### config.mk
export PLATFORM = sky130hd
export DESIGN_NAME = cid_decode_timing
export DESIGN_NICKNAME = d
export VERILOG_FILES = /design/src/cid_pkg.sv /design/src/cid_phase_gen.sv /design/src/cid_field_dec.sv /design/src/cid_decode_timing.sv
export SDC_FILE = /design/constraint.sdc
export NUM_CORES = 1
export LEC_CHECK = 0
export BUFFER_PORTS_ARGS = -buffer_cell sky130_fd_sc_hd__buf_2
export CORE_UTILIZATION = 54
export CTS_CLUSTER_DIAMETER = 150
export DETAILED_ROUTE_END_ITERATION = 12
export PLACE_DENSITY = 0.81
export SLEW_MARGIN = 20
export SYNTH_ARGS = -nofsm -noshare
export SYNTH_HDL_FRONTEND = slang
export SYNTH_HIERARCHICAL = 1
export SYNTH_SLANG_ARGS = --single-unit
### constraint.sdc
create_clock -name i_core_clk -period 3.2 [get_ports i_core_clk]
set_input_delay 0.64 -clock i_core_clk [delete_from_list [all_inputs] [get_ports i_core_clk]]
set_output_delay 0.64 -clock i_core_clk [all_outputs]
set_load 0.005 [all_outputs]
### src/cid_pkg.sv
// shared constants, encodings and carrier types of the instruction decode and timing block
package cid_pkg;

   // ************************************************************
   // word layout
   // ************************************************************
   localparam int unsigned INSTR_W      = 14;
   localparam int unsigned LOC_W        = 7;
   localparam int unsigned BITPOS_W     = 3;
   localparam int unsigned LIT_W        = 8;
   localparam int unsigned TARGET_W     = 11;
   localparam int unsigned DEST_POS     = 7;
   localparam int unsigned BITPOS_LSB   = 7;
   localparam int unsigned PTR_POS_CTL  = 2;
   localparam int unsigned PTR_POS_OFS  = 6;

   // ************************************************************
   // operation code patterns (x positions are don't care)
   // ************************************************************
   localparam logic [13:0] OPC_CONTROL  = 14'b00_0000_0???_????;
   localparam logic [13:0] OPC_BYTE     = 14'b00_????_????_????;
   localparam logic [13:0] OPC_DECSKIP  = 14'b00_1011_????_????;
   localparam logic [13:0] OPC_INCSKIP  = 14'b00_1111_????_????;
   localparam logic [13:0] OPC_SKIPCLR  = 14'b01_10??_????_????;
   localparam logic [13:0] OPC_SKIPSET  = 14'b01_11??_????_????;
   localparam logic [13:0] OPC_BIT      = 14'b01_????_????_????;
   localparam logic [13:0] OPC_SUBJUMP  = 14'b10_0???_????_????;
   localparam logic [13:0] OPC_ABSJUMP  = 14'b10_1???_????_????;
   localparam logic [13:0] OPC_EXITLIT  = 14'b11_0100_????_????;
   localparam logic [13:0] OPC_RELJUMP  = 14'b11_001?_????_????;
   localparam logic [13:0] OPC_PTROFS   = 14'b11_1111_????_????;
   localparam logic [13:0] OPC_SUBEXIT  = 14'h0008;
   localparam logic [13:0] OPC_INTEXIT  = 14'h0009;
   localparam logic [13:0] OPC_CSUBJUMP = 14'h000A;
   localparam logic [13:0] OPC_CRELJUMP = 14'h000B;
   localparam logic [13:0] OPC_PTRSTEP  = 14'b00_0000_0001_????;

   // file locations that alias the two indirect access ports
   localparam logic [6:0]  LOC_INDIRECT = 7'b000_000?;

   // ************************************************************
   // timing
   // ************************************************************
   localparam int unsigned OSC_PER_CYC  = 4;
   localparam logic [1:0]  REMAIN_ONE   = 2'h1;

   // ************************************************************
   // types
   // ************************************************************
   typedef enum logic [1:0] {
      FMT_BYTE = 2'b00,
      FMT_BIT  = 2'b01,
      FMT_LIT  = 2'b10
   } cid_fmt_type;

   typedef enum logic [2:0] {
      OP_PLAIN = 3'b000,
      OP_CALL  = 3'b001,
      OP_EXIT  = 3'b010,
      OP_JUMP  = 3'b011,
      OP_SKIP  = 3'b100
   } cid_op_type;

   typedef enum logic [1:0] {
      STEP_PRE_INC  = 2'b00,
      STEP_PRE_DEC  = 2'b01,
      STEP_POST_INC = 2'b10,
      STEP_POST_DEC = 2'b11
   } cid_step_type;

   typedef enum logic [1:0] {
      PH_Q1 = 2'b00,
      PH_Q2 = 2'b01,
      PH_Q3 = 2'b10,
      PH_Q4 = 2'b11
   } cid_phase_type;

   typedef struct packed {
      cid_fmt_type           fmt;
      cid_op_type            op;
      logic                  dest_file;
      logic [LOC_W-1:0]      reg_loc;
      logic [BITPOS_W-1:0]   bit_pos;
      logic [LIT_W-1:0]      literal;
      logic [TARGET_W-1:0]   target;
      logic                  ptr_sel;
      cid_step_type          step;
      logic                  ptr_step_op;
      logic                  file_op;
      logic                  indirect;
   } cid_fields_type;

endpackage : cid_pkg

### src/cid_phase_gen.sv
// four-phase divider that builds one instruction cycle from four oscillator cycles
`timescale 1ns/1ps
module cid_phase_gen (
   // clock and reset
   input  wire logic                   i_core_clk,
   input  wire logic                   i_rst,
   // phase
   output cid_pkg::cid_phase_type      o_phase
);
   import cid_pkg::*;

   typedef struct packed {
      cid_phase_type phase;
   } cid_pg_state_type;

   cid_pg_state_type st_reg;
   cid_pg_state_type st_next;

   // free running: Q1 Q2 Q3 Q4 then back to Q1
   always_comb begin
      st_next       = st_reg;
      st_next.phase = cid_phase_type'(2'(st_reg.phase + 2'h1));
   end

   always_ff @(posedge i_core_clk) begin
      if (i_rst) begin
         st_reg.phase <= PH_Q1;
      end else begin
         st_reg <= st_next;
      end
   end

   assign o_phase = st_reg.phase;

endmodule : cid_phase_gen

### src/cid_field_dec.sv
// combinational split of a 14-bit instruction word into format, class and operand fields
`timescale 1ns/1ps
module cid_field_dec (
   // word
   input  wire logic [13:0]            i_word,
   // fields
   output cid_pkg::cid_fields_type     o_fields
);
   import cid_pkg::*;

   always_comb begin
      o_fields             = '0;
      o_fields.dest_file   = i_word[DEST_POS];
      o_fields.reg_loc     = i_word[LOC_W-1:0];
      o_fields.bit_pos     = i_word[BITPOS_LSB +: BITPOS_W];
      o_fields.literal     = i_word[LIT_W-1:0];
      o_fields.target      = i_word[TARGET_W-1:0];
      o_fields.step        = cid_step_type'(i_word[1:0]);
      o_fields.ptr_sel     = i_word[PTR_POS_CTL];
      // wildcard matching keeps don't care positions out of every compare
      casez (i_word)
         OPC_SUBEXIT, OPC_INTEXIT: begin
            o_fields.fmt = FMT_LIT;
            o_fields.op  = OP_EXIT;
         end
         OPC_CSUBJUMP: begin
            o_fields.fmt = FMT_LIT;
            o_fields.op  = OP_CALL;
         end
         OPC_CRELJUMP: begin
            o_fields.fmt = FMT_LIT;
            o_fields.op  = OP_JUMP;
         end
         OPC_PTRSTEP: begin
            o_fields.fmt         = FMT_LIT;
            o_fields.ptr_step_op = 1'b1;
            o_fields.indirect    = 1'b1;
         end
         OPC_CONTROL: o_fields.fmt = FMT_LIT;
         OPC_DECSKIP, OPC_INCSKIP: begin
            o_fields.fmt     = FMT_BYTE;
            o_fields.op      = OP_SKIP;
            o_fields.file_op = 1'b1;
         end
         OPC_BYTE: begin
            o_fields.fmt     = FMT_BYTE;
            o_fields.file_op = 1'b1;
         end
         OPC_SKIPCLR, OPC_SKIPSET: begin
            o_fields.fmt     = FMT_BIT;
            o_fields.op      = OP_SKIP;
            o_fields.file_op = 1'b1;
         end
         OPC_BIT: begin
            o_fields.fmt     = FMT_BIT;
            o_fields.file_op = 1'b1;
         end
         OPC_SUBJUMP: begin
            o_fields.fmt = FMT_LIT;
            o_fields.op  = OP_CALL;
         end
         OPC_ABSJUMP: begin
            o_fields.fmt = FMT_LIT;
            o_fields.op  = OP_JUMP;
         end
         OPC_EXITLIT: begin
            o_fields.fmt = FMT_LIT;
            o_fields.op  = OP_EXIT;
         end
         OPC_RELJUMP: begin
            o_fields.fmt = FMT_LIT;
            o_fields.op  = OP_JUMP;
         end
         OPC_PTROFS: begin
            o_fields.fmt      = FMT_LIT;
            o_fields.ptr_sel  = i_word[PTR_POS_OFS];
            o_fields.indirect = 1'b1;
         end
         default: o_fields.fmt = FMT_LIT;
      endcase
      // a file access to an indirect port goes through the pointer named by its low bit
      if (o_fields.file_op && (o_fields.reg_loc ==? LOC_INDIRECT)) begin
         o_fields.indirect = 1'b1;
         o_fields.ptr_sel  = o_fields.reg_loc[0];
      end
   end

endmodule : cid_field_dec

### src/cid_decode_timing.sv
// instruction decode and execution timing of the 8-bit core
//
// How it works
// - each instruction arrives as one 14-bit word with opcode and all operands
// - every opcode falls into byte, bit, or literal/control format
// - instructions outside the exceptions finish in one instruction cycle
// - both subroutine jumps take two instruction cycles
// - the three exits take two instruction cycles
// - jumps and the four skips take two instruction cycles
// - indirect access pointing into program memory adds one cycle
// - one instruction cycle is four oscillator cycles
// - file instructions read, modify, then write, except bit skips, which only read; the read always happens
// - destination bit 0 writes the accumulator, 1 the file register
// - register location addresses 0x00 to 0x7F in the selected bank
// - bit position picks one bit of the addressed 8-bit register
// - pointer select picks pointer pair 0 or 1
// - auto step picks pre/post increment/decrement of the pointer
// - don't care positions are ignored; tools should emit zero there
// - bit position is a 3-bit field
// - literal/control words carry an 8-bit immediate in the low byte
// - absolute and subroutine jumps carry an 11-bit target
`timescale 1ns/1ps
module cid_decode_timing (
   // clock and reset
   input  wire logic                   i_core_clk,
   input  wire logic                   i_rst,
   // fetched word from program memory
   input  wire logic [13:0]            i_instr,
   input  wire logic                   i_instr_valid,
   output logic                        o_issue_ready,
   // core status
   input  wire logic [1:0]             i_ptr_in_prog,
   input  wire logic                   i_skip_cond,
   // decoded instruction
   output cid_pkg::cid_fields_type     o_fields,
   output logic                        o_active,
   output logic                        o_first_cyc,
   output logic                        o_extra_cyc,
   output cid_pkg::cid_phase_type      o_phase,
   // register file strobes
   output logic                        o_reg_rd,
   output logic                        o_reg_wr,
   output logic                        o_wr_acc,
   // fetch path
   output logic                        o_flush
);
   import cid_pkg::*;

   // ************************************************************
   // state
   // ************************************************************
   typedef struct packed {
      cid_fields_type  fields;
      logic            active;
      logic            first;
      logic            extra;
      logic [1:0]      remain;
      logic            flush;
   } cid_dt_state_type;

   cid_dt_state_type  st_reg;
   cid_dt_state_type  st_next;
   cid_fields_type    dec_fields;
   cid_phase_type     phase;
   logic              take;
   logic              pm_extra;
   logic [1:0]        base_cycles;
   logic              redirect;

   // ************************************************************
   // leaves
   // ************************************************************
   cid_phase_gen u_phase (
      .i_core_clk (i_core_clk),
      .i_rst      (i_rst),
      .o_phase    (phase)
   );

   cid_field_dec u_dec (
      .i_word     (i_instr),
      .o_fields   (dec_fields)
   );

   // ************************************************************
   // cycle budget
   // ************************************************************
   always_comb begin
      unique case (dec_fields.op)
         OP_PLAIN: base_cycles = 2'h1;
         OP_CALL:  base_cycles = 2'h2;
         OP_EXIT:  base_cycles = 2'h2;
         OP_JUMP:  base_cycles = 2'h2;
         OP_SKIP:  base_cycles = 2'h2;
         default:  base_cycles = 2'h1;
      endcase
   end

   // pointer pair that the word selects decides the extra cycle
   assign pm_extra = dec_fields.indirect & i_ptr_in_prog[dec_fields.ptr_sel];

   // a new word is only taken at the close of an instruction cycle
   assign take = (phase == PH_Q4) & i_instr_valid & o_issue_ready;

   // jumps and exits always redirect; a skip only when its test succeeds
   always_comb begin
      unique case (st_reg.fields.op)
         OP_CALL, OP_EXIT, OP_JUMP: redirect = 1'b1;
         OP_SKIP:                   redirect = i_skip_cond;
         default:                   redirect = 1'b0;
      endcase
   end

   // ************************************************************
   // sequencing
   // ************************************************************
   always_comb begin
      st_next       = st_reg;
      st_next.flush = 1'b0;
      if (phase == PH_Q4) begin
         // the fetch path sees flush during the cycle after the first one
         if (st_reg.active && st_reg.first && redirect) begin
            st_next.flush = 1'b1;
         end
         if (st_reg.remain != 2'h0) begin
            st_next.remain = 2'(st_reg.remain - 2'h1);
            st_next.first  = 1'b0;
         end else if (take) begin
            st_next.fields = dec_fields;
            st_next.active = 1'b1;
            st_next.first  = 1'b1;
            st_next.extra  = pm_extra;
            st_next.remain = 2'(base_cycles - 2'h1 + {1'b0, pm_extra});
         end else begin
            st_next.active = 1'b0;
            st_next.first  = 1'b0;
            st_next.extra  = 1'b0;
         end
      end
   end

   always_ff @(posedge i_core_clk) begin
      if (i_rst) begin
         st_reg <= '0;
      end else begin
         st_reg <= st_next;
      end
   end

   // ************************************************************
   // outputs
   // ************************************************************
   assign o_issue_ready = (st_reg.remain == 2'h0);
   assign o_fields      = st_reg.fields;
   assign o_active      = st_reg.active;
   assign o_first_cyc   = st_reg.first;
   assign o_extra_cyc   = st_reg.extra;
   assign o_phase       = phase;
   assign o_flush       = st_reg.flush;

   // read in Q2 and write in Q4 of the first cycle, even for write-only operations
   assign o_reg_rd = st_reg.active & st_reg.first & st_reg.fields.file_op & (phase == PH_Q2);
   // plain bit operations always go back to the file; byte skips follow their destination bit; bit skips write nothing
   assign o_reg_wr = st_reg.active & st_reg.first & st_reg.fields.file_op & (phase == PH_Q4)
                     & (st_reg.fields.op == OP_PLAIN || st_reg.fields.fmt == FMT_BYTE);
   assign o_wr_acc = o_reg_wr & (st_reg.fields.fmt == FMT_BYTE) & ~st_reg.fields.dest_file;
endmodule : cid_decode_timing

==> summary.md, run 1 <==
| Metric | Value |
|---|---|
| Violation count after the first detailed-route iteration | 166 |
| Floorplan die width | 74.2 um |
| Initial antenna violation count | 0 |
| Clock-pin slew reported for the worst setup and hold paths after clock tree synthesis | approximately 0.090 ns |
| Number of instances resized during post-cts repair | 0 |
| Final Instance Area | approximately 2700 sq um |
| Clock tree from TritonCTS | built |
| Transition time at the pin with the least slew margin | 0.558 ns |
| Area post-placement | between 2000 and 3000 sq um |
| Iteration count of the initial detailed-routing pass | 4 |
| Cells after DPL | 383 |
| Seq cells post-synth | 49 |
| Flip-flop count of the largest register after layout | 41 |
| Sequential cell area | between 900 and 1000 sq um |
| Status | finished, final reports clean |
| Proportion of synthesized chip area in sequential cells | 0.349 |
| Final routed wirelength across all metal layers | 5790 um |
| Number of cells in the finished layout apart from fillers | 391 |
| DRT antenna net count | 0 |
| Most frequent standard cell in the layout excluding fill and tap cells | buf_2 |
| Total inserted antenna cells | 0 |
| Aggregate global routing overflow | 0 |
| DR vias | 2166 |
| Mean post-synth cell area | 8.27 sq um |
| Fill count | 478 |
| Total Routing Usage GR | 0.214 |
| Longest Clk Path Bufs | 2 |
| Kind of critical path | in -> reg |
| Top library cells by usage in the layout, fill and taps aside | buf_2 (70), dfxtp_1 (49), nand2_1 (35) |
| Tightest Hold Check Type | reg -> reg |
| Area growth, synth to finish | -4.01% |
| Core region area | 4880 sq um |
| Inserted Clock Buffers | 5 |
| Total setup buffers inserted after CTS | 0 |
| WP data arrival | between 2 and 3 ns |
| Proportion of layout cells with a drive suffix above 1 | 0.272 |
| Final setup violation count | 0 |
| Average detailed-routed wire length per instance | 14.8 um |
| Final worst slack | 0.508 ns |
| Pre-CTS worst setup slack | 0.209 ns |
| Overall die height | 74.2 um |
| Largest stage delay on the critical path | 0.49 ns |
| Number of hold-repair buffers added at the cts stage | 0 |
| Slowest cell on crit path | or4b_1 |
| Number of pins with negative max-slew slack in the final report | 0 |
| Leakage Power | 1.18 nW |
| Setup TNS | 0 ns |
| Type of element capturing the critical path | flop |
| Global-route wire length before repair | a little under 9000 um |
| Setup repair after global routing missed its margin | no |
| Ys async rst share | 0 |
| Post-synth top flop | dfxtp_1 |
| Area taken by multi-input logic gates | 1130 sq um |
| IO Count | 71 |
| Number of hold-slack violations in the final timing report | 0 |
| HPWL after detailed placement | 3850 um |
| Via-to-Cell Ratio | about 5.5 |
| Category of cells accounting for the largest share of critical-path delay | simple AND/OR/NAND/NOR gates |
| Number of global-route vias before repair | 1827 |
| Number of clock sinks seen by CTS | 49 |
| H-tree depth | 2 |
| Number of enable flip-flop cells after synthesis | 0 |
| Most frequent cell on the critical path | a21oi_1 |
| Worst path buffer plus inverter count | 1 |
| Max-Cap Viols | 0 |
| Clock network latency to the later pin of the worst-skew pair | 0.30 ns |
| Largest fanout on the critical path | 7 |
| Effective utilization at floorplan | 0.576 |
| Routability-driven placement congestion ratio | 0.847 |
| Distinct cells, synth | 44 |
| Synthesis warning total | 6 |
| Ratio of final minimum period to clock period | 0.841 |
| Number of standard-cell rows in the floorplan | 25 |
| Mapped Cells | 340 |
| Cell Pwr Density | 446 nW/um^2 |
| Clock root buffer | clkbuf_8 |
| DRC violation count after routing | 0 |
| Area enclosed by the die boundary | 5500 sq um |
| Fin Clk Skew | 0.00618 ns |
| Share of the core filled with cells | 0.553 |
| Final worst path period need | 2.69 ns |
| Pin count of the biggest net entering global routing | slightly below 60 |
| Layout net count | 344 |
| Normalized max-slew margin | 0.628 |
| Worst endpoint required time | 3.44 ns |
| Count of input and output buffers | 70 |
| Post-synthesis instance area | 2810 sq um |
| Element type at the critical path start | primary input |
| List of cells traversed by the critical path | buf_2 -> nor3_2 -> nor3b_2 -> or4b_1 -> o21ai_2 -> mux2i_1 -> nor2b_1 -> ha_1 -> a21oi_1 -> or3_1 -> a21oi_1 |
| Max frequency | 0.372 GHz |
| Synthesized netlist net count | ~360 |
| Worst IR Drop VDD | 0.268 mV |
==> synth_stat cells, drive strengths merged, types with 2 or more instances <==
library cell  count  area (sq um)
xnor2             2          17.5
nor3b             3          27.5
and2              2          15.0
a31o             18           158
dfxtp            49           981
mux2i             4          40.0
o21ai            25           129
nand2b           19           119
clkbuf           15          56.3
nand3             2          10.0
a21oi            24           120
buf              82           629
nor3              2          15.0
and3              3          20.0
inv               4          15.0
nand2            35           131
nand4            24           150
nor2             11          41.3
==> per-stage QoR <==
stage	power, mW	hold WS (ns)
after detailed placement	0.763	0.440
after CTS	1.21	0.458
after global placement	0.761	0.436
final	1.20	0.453
after global routing	1.25	0.476
after floorplan	0.755	0.429
==> cell families (layout without fill, tap and decap cells) <==
| family | count (synthesis) | in the layout | synth area share |
|---|---|---|---|
| buf+inv | 101 | 85 | 0.249 |
| xor+xnor | 2 | 2 | 0.00623 |
| compound gates | 73 | 73 | 0.163 |
| flops | 49 | 49 | 0.349 |
| simple gates | 110 | 110 | 0.214 |
| mux | 4 | 4 | 0.0142 |
| fa+ha+maj | 1 | 1 | 0.00445 |
==> routing by layer <==
layer  global-route usage  wire length, um  up-vias  share of wire
li1                     -                -     1069              -
met1                0.302             2650     1018           0.46
met2                0.314             2660       71           0.46
met3               0.0556              402        8          0.069
met4               0.0791               83        0          0.014
met5                    0                0        -              0
==> path summary, 6_finish.rpt <==
check / startpoint / end / slack (ns) / depth (start not counted)
worst max-delay path: i_instr[13] / st_reg[1]$_SDFFE_PP0P_ / 0.51 / 11
worst min-delay path: o_fields[22]$_SDFFE_PP0P_ / o_fields[22]$_SDFFE_PP0P_ / 0.45 / 2
worst max register to register: u_phase/o_phase[0]$_SDFF_PP0_ / o_fields[11]$_SDFFE_PP0P_ / 1.33 / 4
worst min register to register: o_fields[22]$_SDFFE_PP0P_ / o_fields[22]$_SDFFE_PP0P_ / 0.45 / 2
==> where the power goes <==
group | switching, mW | total (mW) | internal (mW)
clock network | 0.199 | 0.454 | 0.255
logic | 0.0771 | 0.119 | 0.0417
registers | 0.00978 | 0.631 | 0.622
==> worst register-to-register path: cells and delay by family, from the launching register on <==
kind | cells | cell delay [ns]
simple gates | 1 | 0.56
flops | 1 | 0.45
buf+inv | 1 | 0.42
compound gates | 2 | 0.34
==> cell type report <==
class,instances,share of cell area
clock inverter,1,0.0111
inverter,4,0.00556
timing repair buffer,73,0.138
sequential,49,0.363
multi-input combinational,190,0.419
tap,67,0.0311
clock buffer,7,0.0320
Note: power is estimated with default switching activity, not from simulation.
==> run 2: changes to the inputs <==
Clock period 3.2 ns to 2.6 ns, I/O delays scaled along.
==> run 2 against run 1 <==
  * Core utilization rose by 4.0 points
  * Worst hold slack better by 0.0057 ns
  * Critical endpoint unchanged
  * Clock-buffer cell count down 2
  * Sequential share of layout area fell by 2.4 points
  * Cell count up 5.6%
  * Non-clock buffer count grew 22
  * Routed wire length rose by 6.7%
  * Combinational power up 42%
  * Clock power is 41% higher
  * Sequential power increased by 23%
  * Global-route usage grew 2.7 points
  * Final area increased by 7.2%
  * Critical path type unchanged
==> summary.md, run 2 (synthesis results as in run 1) <==
| Metric | Value |
|---|---|
| Status | finished, final reports clean |
| Area enclosed by the die boundary | 5500 sq um (unchanged) |
| Worst path buffer plus inverter count | 1 (unchanged) |
| Category of cells accounting for the largest share of critical-path delay | simple AND/OR/NAND/NOR gates |
| HPWL after detailed placement | 4250 um (+10%) |
| Initial antenna violation count | 0 (unchanged) |
| Worst endpoint required time | 2.84 ns (-0.60 ns) |
| Most frequent cell on the critical path | a21oi_1 |
| Overall die height | 74.2 um (unchanged) |
| Violation count after the first detailed-route iteration | 181 (+9.0%) |
| Clock root buffer | clkbuf_8 |
| Layout net count | 366 (+6.4%) |
| Top library cells by usage in the layout, fill and taps aside | buf_2 (70), dfxtp_1 (49), nand2_1 (35) |
| Worst path depth | 11 (unchanged) |
| Ratio of final minimum period to clock period | 0.958 |
| Total Routing Usage GR | 0.240 (+0.0265) |
| Number of global-route vias before repair | 2035 (+11%) |
| Final worst slack | 0.108 ns (-0.400 ns) |
| Area post-placement | 2730 sq um (+5.8%) |
| Overall power consumption | 1.59 mW (+32%) |
| Number of hold-slack violations in the final timing report | 0 (unchanged) |
| Final routed wirelength across all metal layers | 6190 um (+6.7%) |
| Type of element capturing the critical path | flop |
| Fin Clk Skew | 0.00345 ns (-0.00272 ns) |
| Proportion of layout cells with a drive suffix above 1 | 0.324 (+0.0521) |
| Average detailed-routed wire length per instance | 15.0 um (+1.1%) |
| Kind of critical path | in -> reg |
| Worst Reg-to-Reg Cells | 4 (unchanged) |
| Worst Hold Margin | 0.459 ns (+0.00571 ns) |
| Iteration count of the initial detailed-routing pass | 4 (unchanged) |
| Slowest cell on crit path | or4b_4 |
| Max-Cap Viols | 0 (unchanged) |
| Setup repair after global routing missed its margin | no |
| Largest fanout on the critical path | 2 (-5) |
| Cell Pwr Density | 548 nW/um^2 (+23%) |
| Inserted Clock Buffers | 5 (unchanged) |
| Total inserted antenna cells | 0 (unchanged) |
| WP data arrival | 2.73 ns (-0.20 ns) |
| Most frequent standard cell in the layout excluding fill and tap cells | buf_2 |
| Longest Clk Path Bufs | 2 (unchanged) |
| Core region area | 4880 sq um (unchanged) |
| Via-to-Cell Ratio | 5.44 (-1.7%) |
| Aggregate global routing overflow | 0 (unchanged) |
| Largest stage delay on the critical path | 0.51 ns (+0.02 ns) |
| Number of hold-repair buffers added at the cts stage | 0 (unchanged) |
| Clock tree from TritonCTS | built |
| Setup TNS | 0 ns (unchanged) |
| Global-route wire length before repair | 10100 um (+13%) |
| Count of input and output buffers | 70 (unchanged) |
| DRC violation count after routing | 0 (unchanged) |
| H-tree depth | 2 (unchanged) |
| DR vias | 2248 (+3.8%) |
| Floorplan die width | 74.2 um (unchanged) |
| Final Instance Area | 2890 sq um (+7.2%) |
| Clock network latency to the later pin of the worst-skew pair | 0.30 ns (about the same) |
| Number of standard-cell rows in the floorplan | 25 (unchanged) |
| Normalized max-slew margin | 0.587 (-0.0412) |
| IO Count | 71 (unchanged) |
| Max frequency | 0.401 GHz |
| Number of pins with negative max-slew slack in the final report | 0 (unchanged) |
| Effective utilization at floorplan | 0.576 (unchanged) |
| Final setup violation count | 0 (unchanged) |
| Routability-driven placement congestion ratio | 0.898 (+6.1%) |
| Pin count of the biggest net entering global routing | 66 (+12%) |
| DRT antenna net count | 0 (unchanged) |
| Worst IR Drop VDD | 0.295 mV (+10%) |
| WHS Path Cells | 2 (unchanged) |
| Tightest Hold Check Type | reg -> reg |
| Final worst path period need | 2.49 ns |
| Area growth, synth to finish | 2.89% |
| Leakage Power | 1.30 nW (+10%) |
| List of cells traversed by the critical path | buf_2 -> nor3_2 -> nor3b_2 -> or4b_4 -> o21ai_4 -> mux2i_1 -> nor2b_1 -> ha_1 -> a21oi_1 -> or3_1 -> a21oi_1 |
| Number of clock sinks seen by CTS | 49 (unchanged) |
| Flip-flop count of the largest register after layout | 41 (unchanged) |
| Element type at the critical path start | primary input |
| Pre-CTS worst setup slack | -0.235 ns (-0.444 ns) |
| Transition time at the pin with the least slew margin | 0.619 ns (+0.0618 ns) |
| Clock-pin slew reported for the worst setup and hold paths after clock tree synthesis | 0.09 ns (about the same) |
## run 2: what timing repair did
item / 4_1_cts / 5_1_grt
endpoints found under the setup margin: 0 / 2
setup buffers: 0 / 2
hold endpoints to repair: 0 / 0
gates resized for setup: 0 / 2
## run 2: tightest hold or removal path: cells and delay by family (launching register included)
| kind | cells | cell delay, ns |
|---|---|---|
| AO/OA/AOI/OAI | 1 | 0.06 |
| flip-flops | 1 | 0.32 |
| AND/OR/NAND/NOR | 1 | 0.04 |
## run 2: final timing paths
check / end / startpoint / slack, ns
max: st_reg[1]$_SDFFE_PP0P_ / i_instr[13] / 0.11
min: o_fields[12]$_SDFFE_PP0P_ / o_fields[12]$_SDFFE_PP0P_ / 0.46
max reg2reg: o_fields[14]$_SDFFE_PP0P_ / u_phase/o_phase[0]$_SDFF_PP0_ / 0.90
min reg2reg: o_fields[12]$_SDFFE_PP0P_ / o_fields[12]$_SDFFE_PP0P_ / 0.46
## run 2: area by class of cell
type,count,area [sq um]
multi-input combinational,190,1140
sequential,49,981
fill,466,1990
clock inverter,3,65.1
inverter,4,15.0
timing repair buffer,95,538
tap,67,83.8
clock buffer,5,68.8
## run 2: report_power, final
group	internal (mW)	leakage [nW]	switching, mW	total, mW
clock network	0.382	0.0681	0.257	0.639
registers	0.765	0.396	0.0125	0.778
logic	0.0684	0.840	0.100	0.169
## run 2: routing by layer
| metal | vias to the layer above | wire (um) | global-route usage | part of all wire |
|---|---|---|---|---|
| met5 | - | 0 | 0 | 0 |
| met4 | 0 | 37 | 0.0577 | 0.0060 |
| met3 | 4 | 351 | 0.0556 | 0.057 |
| met2 | 67 | 2840 | 0.379 | 0.46 |
| met1 | 1069 | 2960 | 0.334 | 0.48 |
| li1 | 1108 | - | - | - |
## run 2: stage by stage
stage,util,cells
floorplan,-,340
global route,0.593,413
finish,0.593,413
CTS,0.587,411
detailed placement,0.560,403
global placement,0.560,403
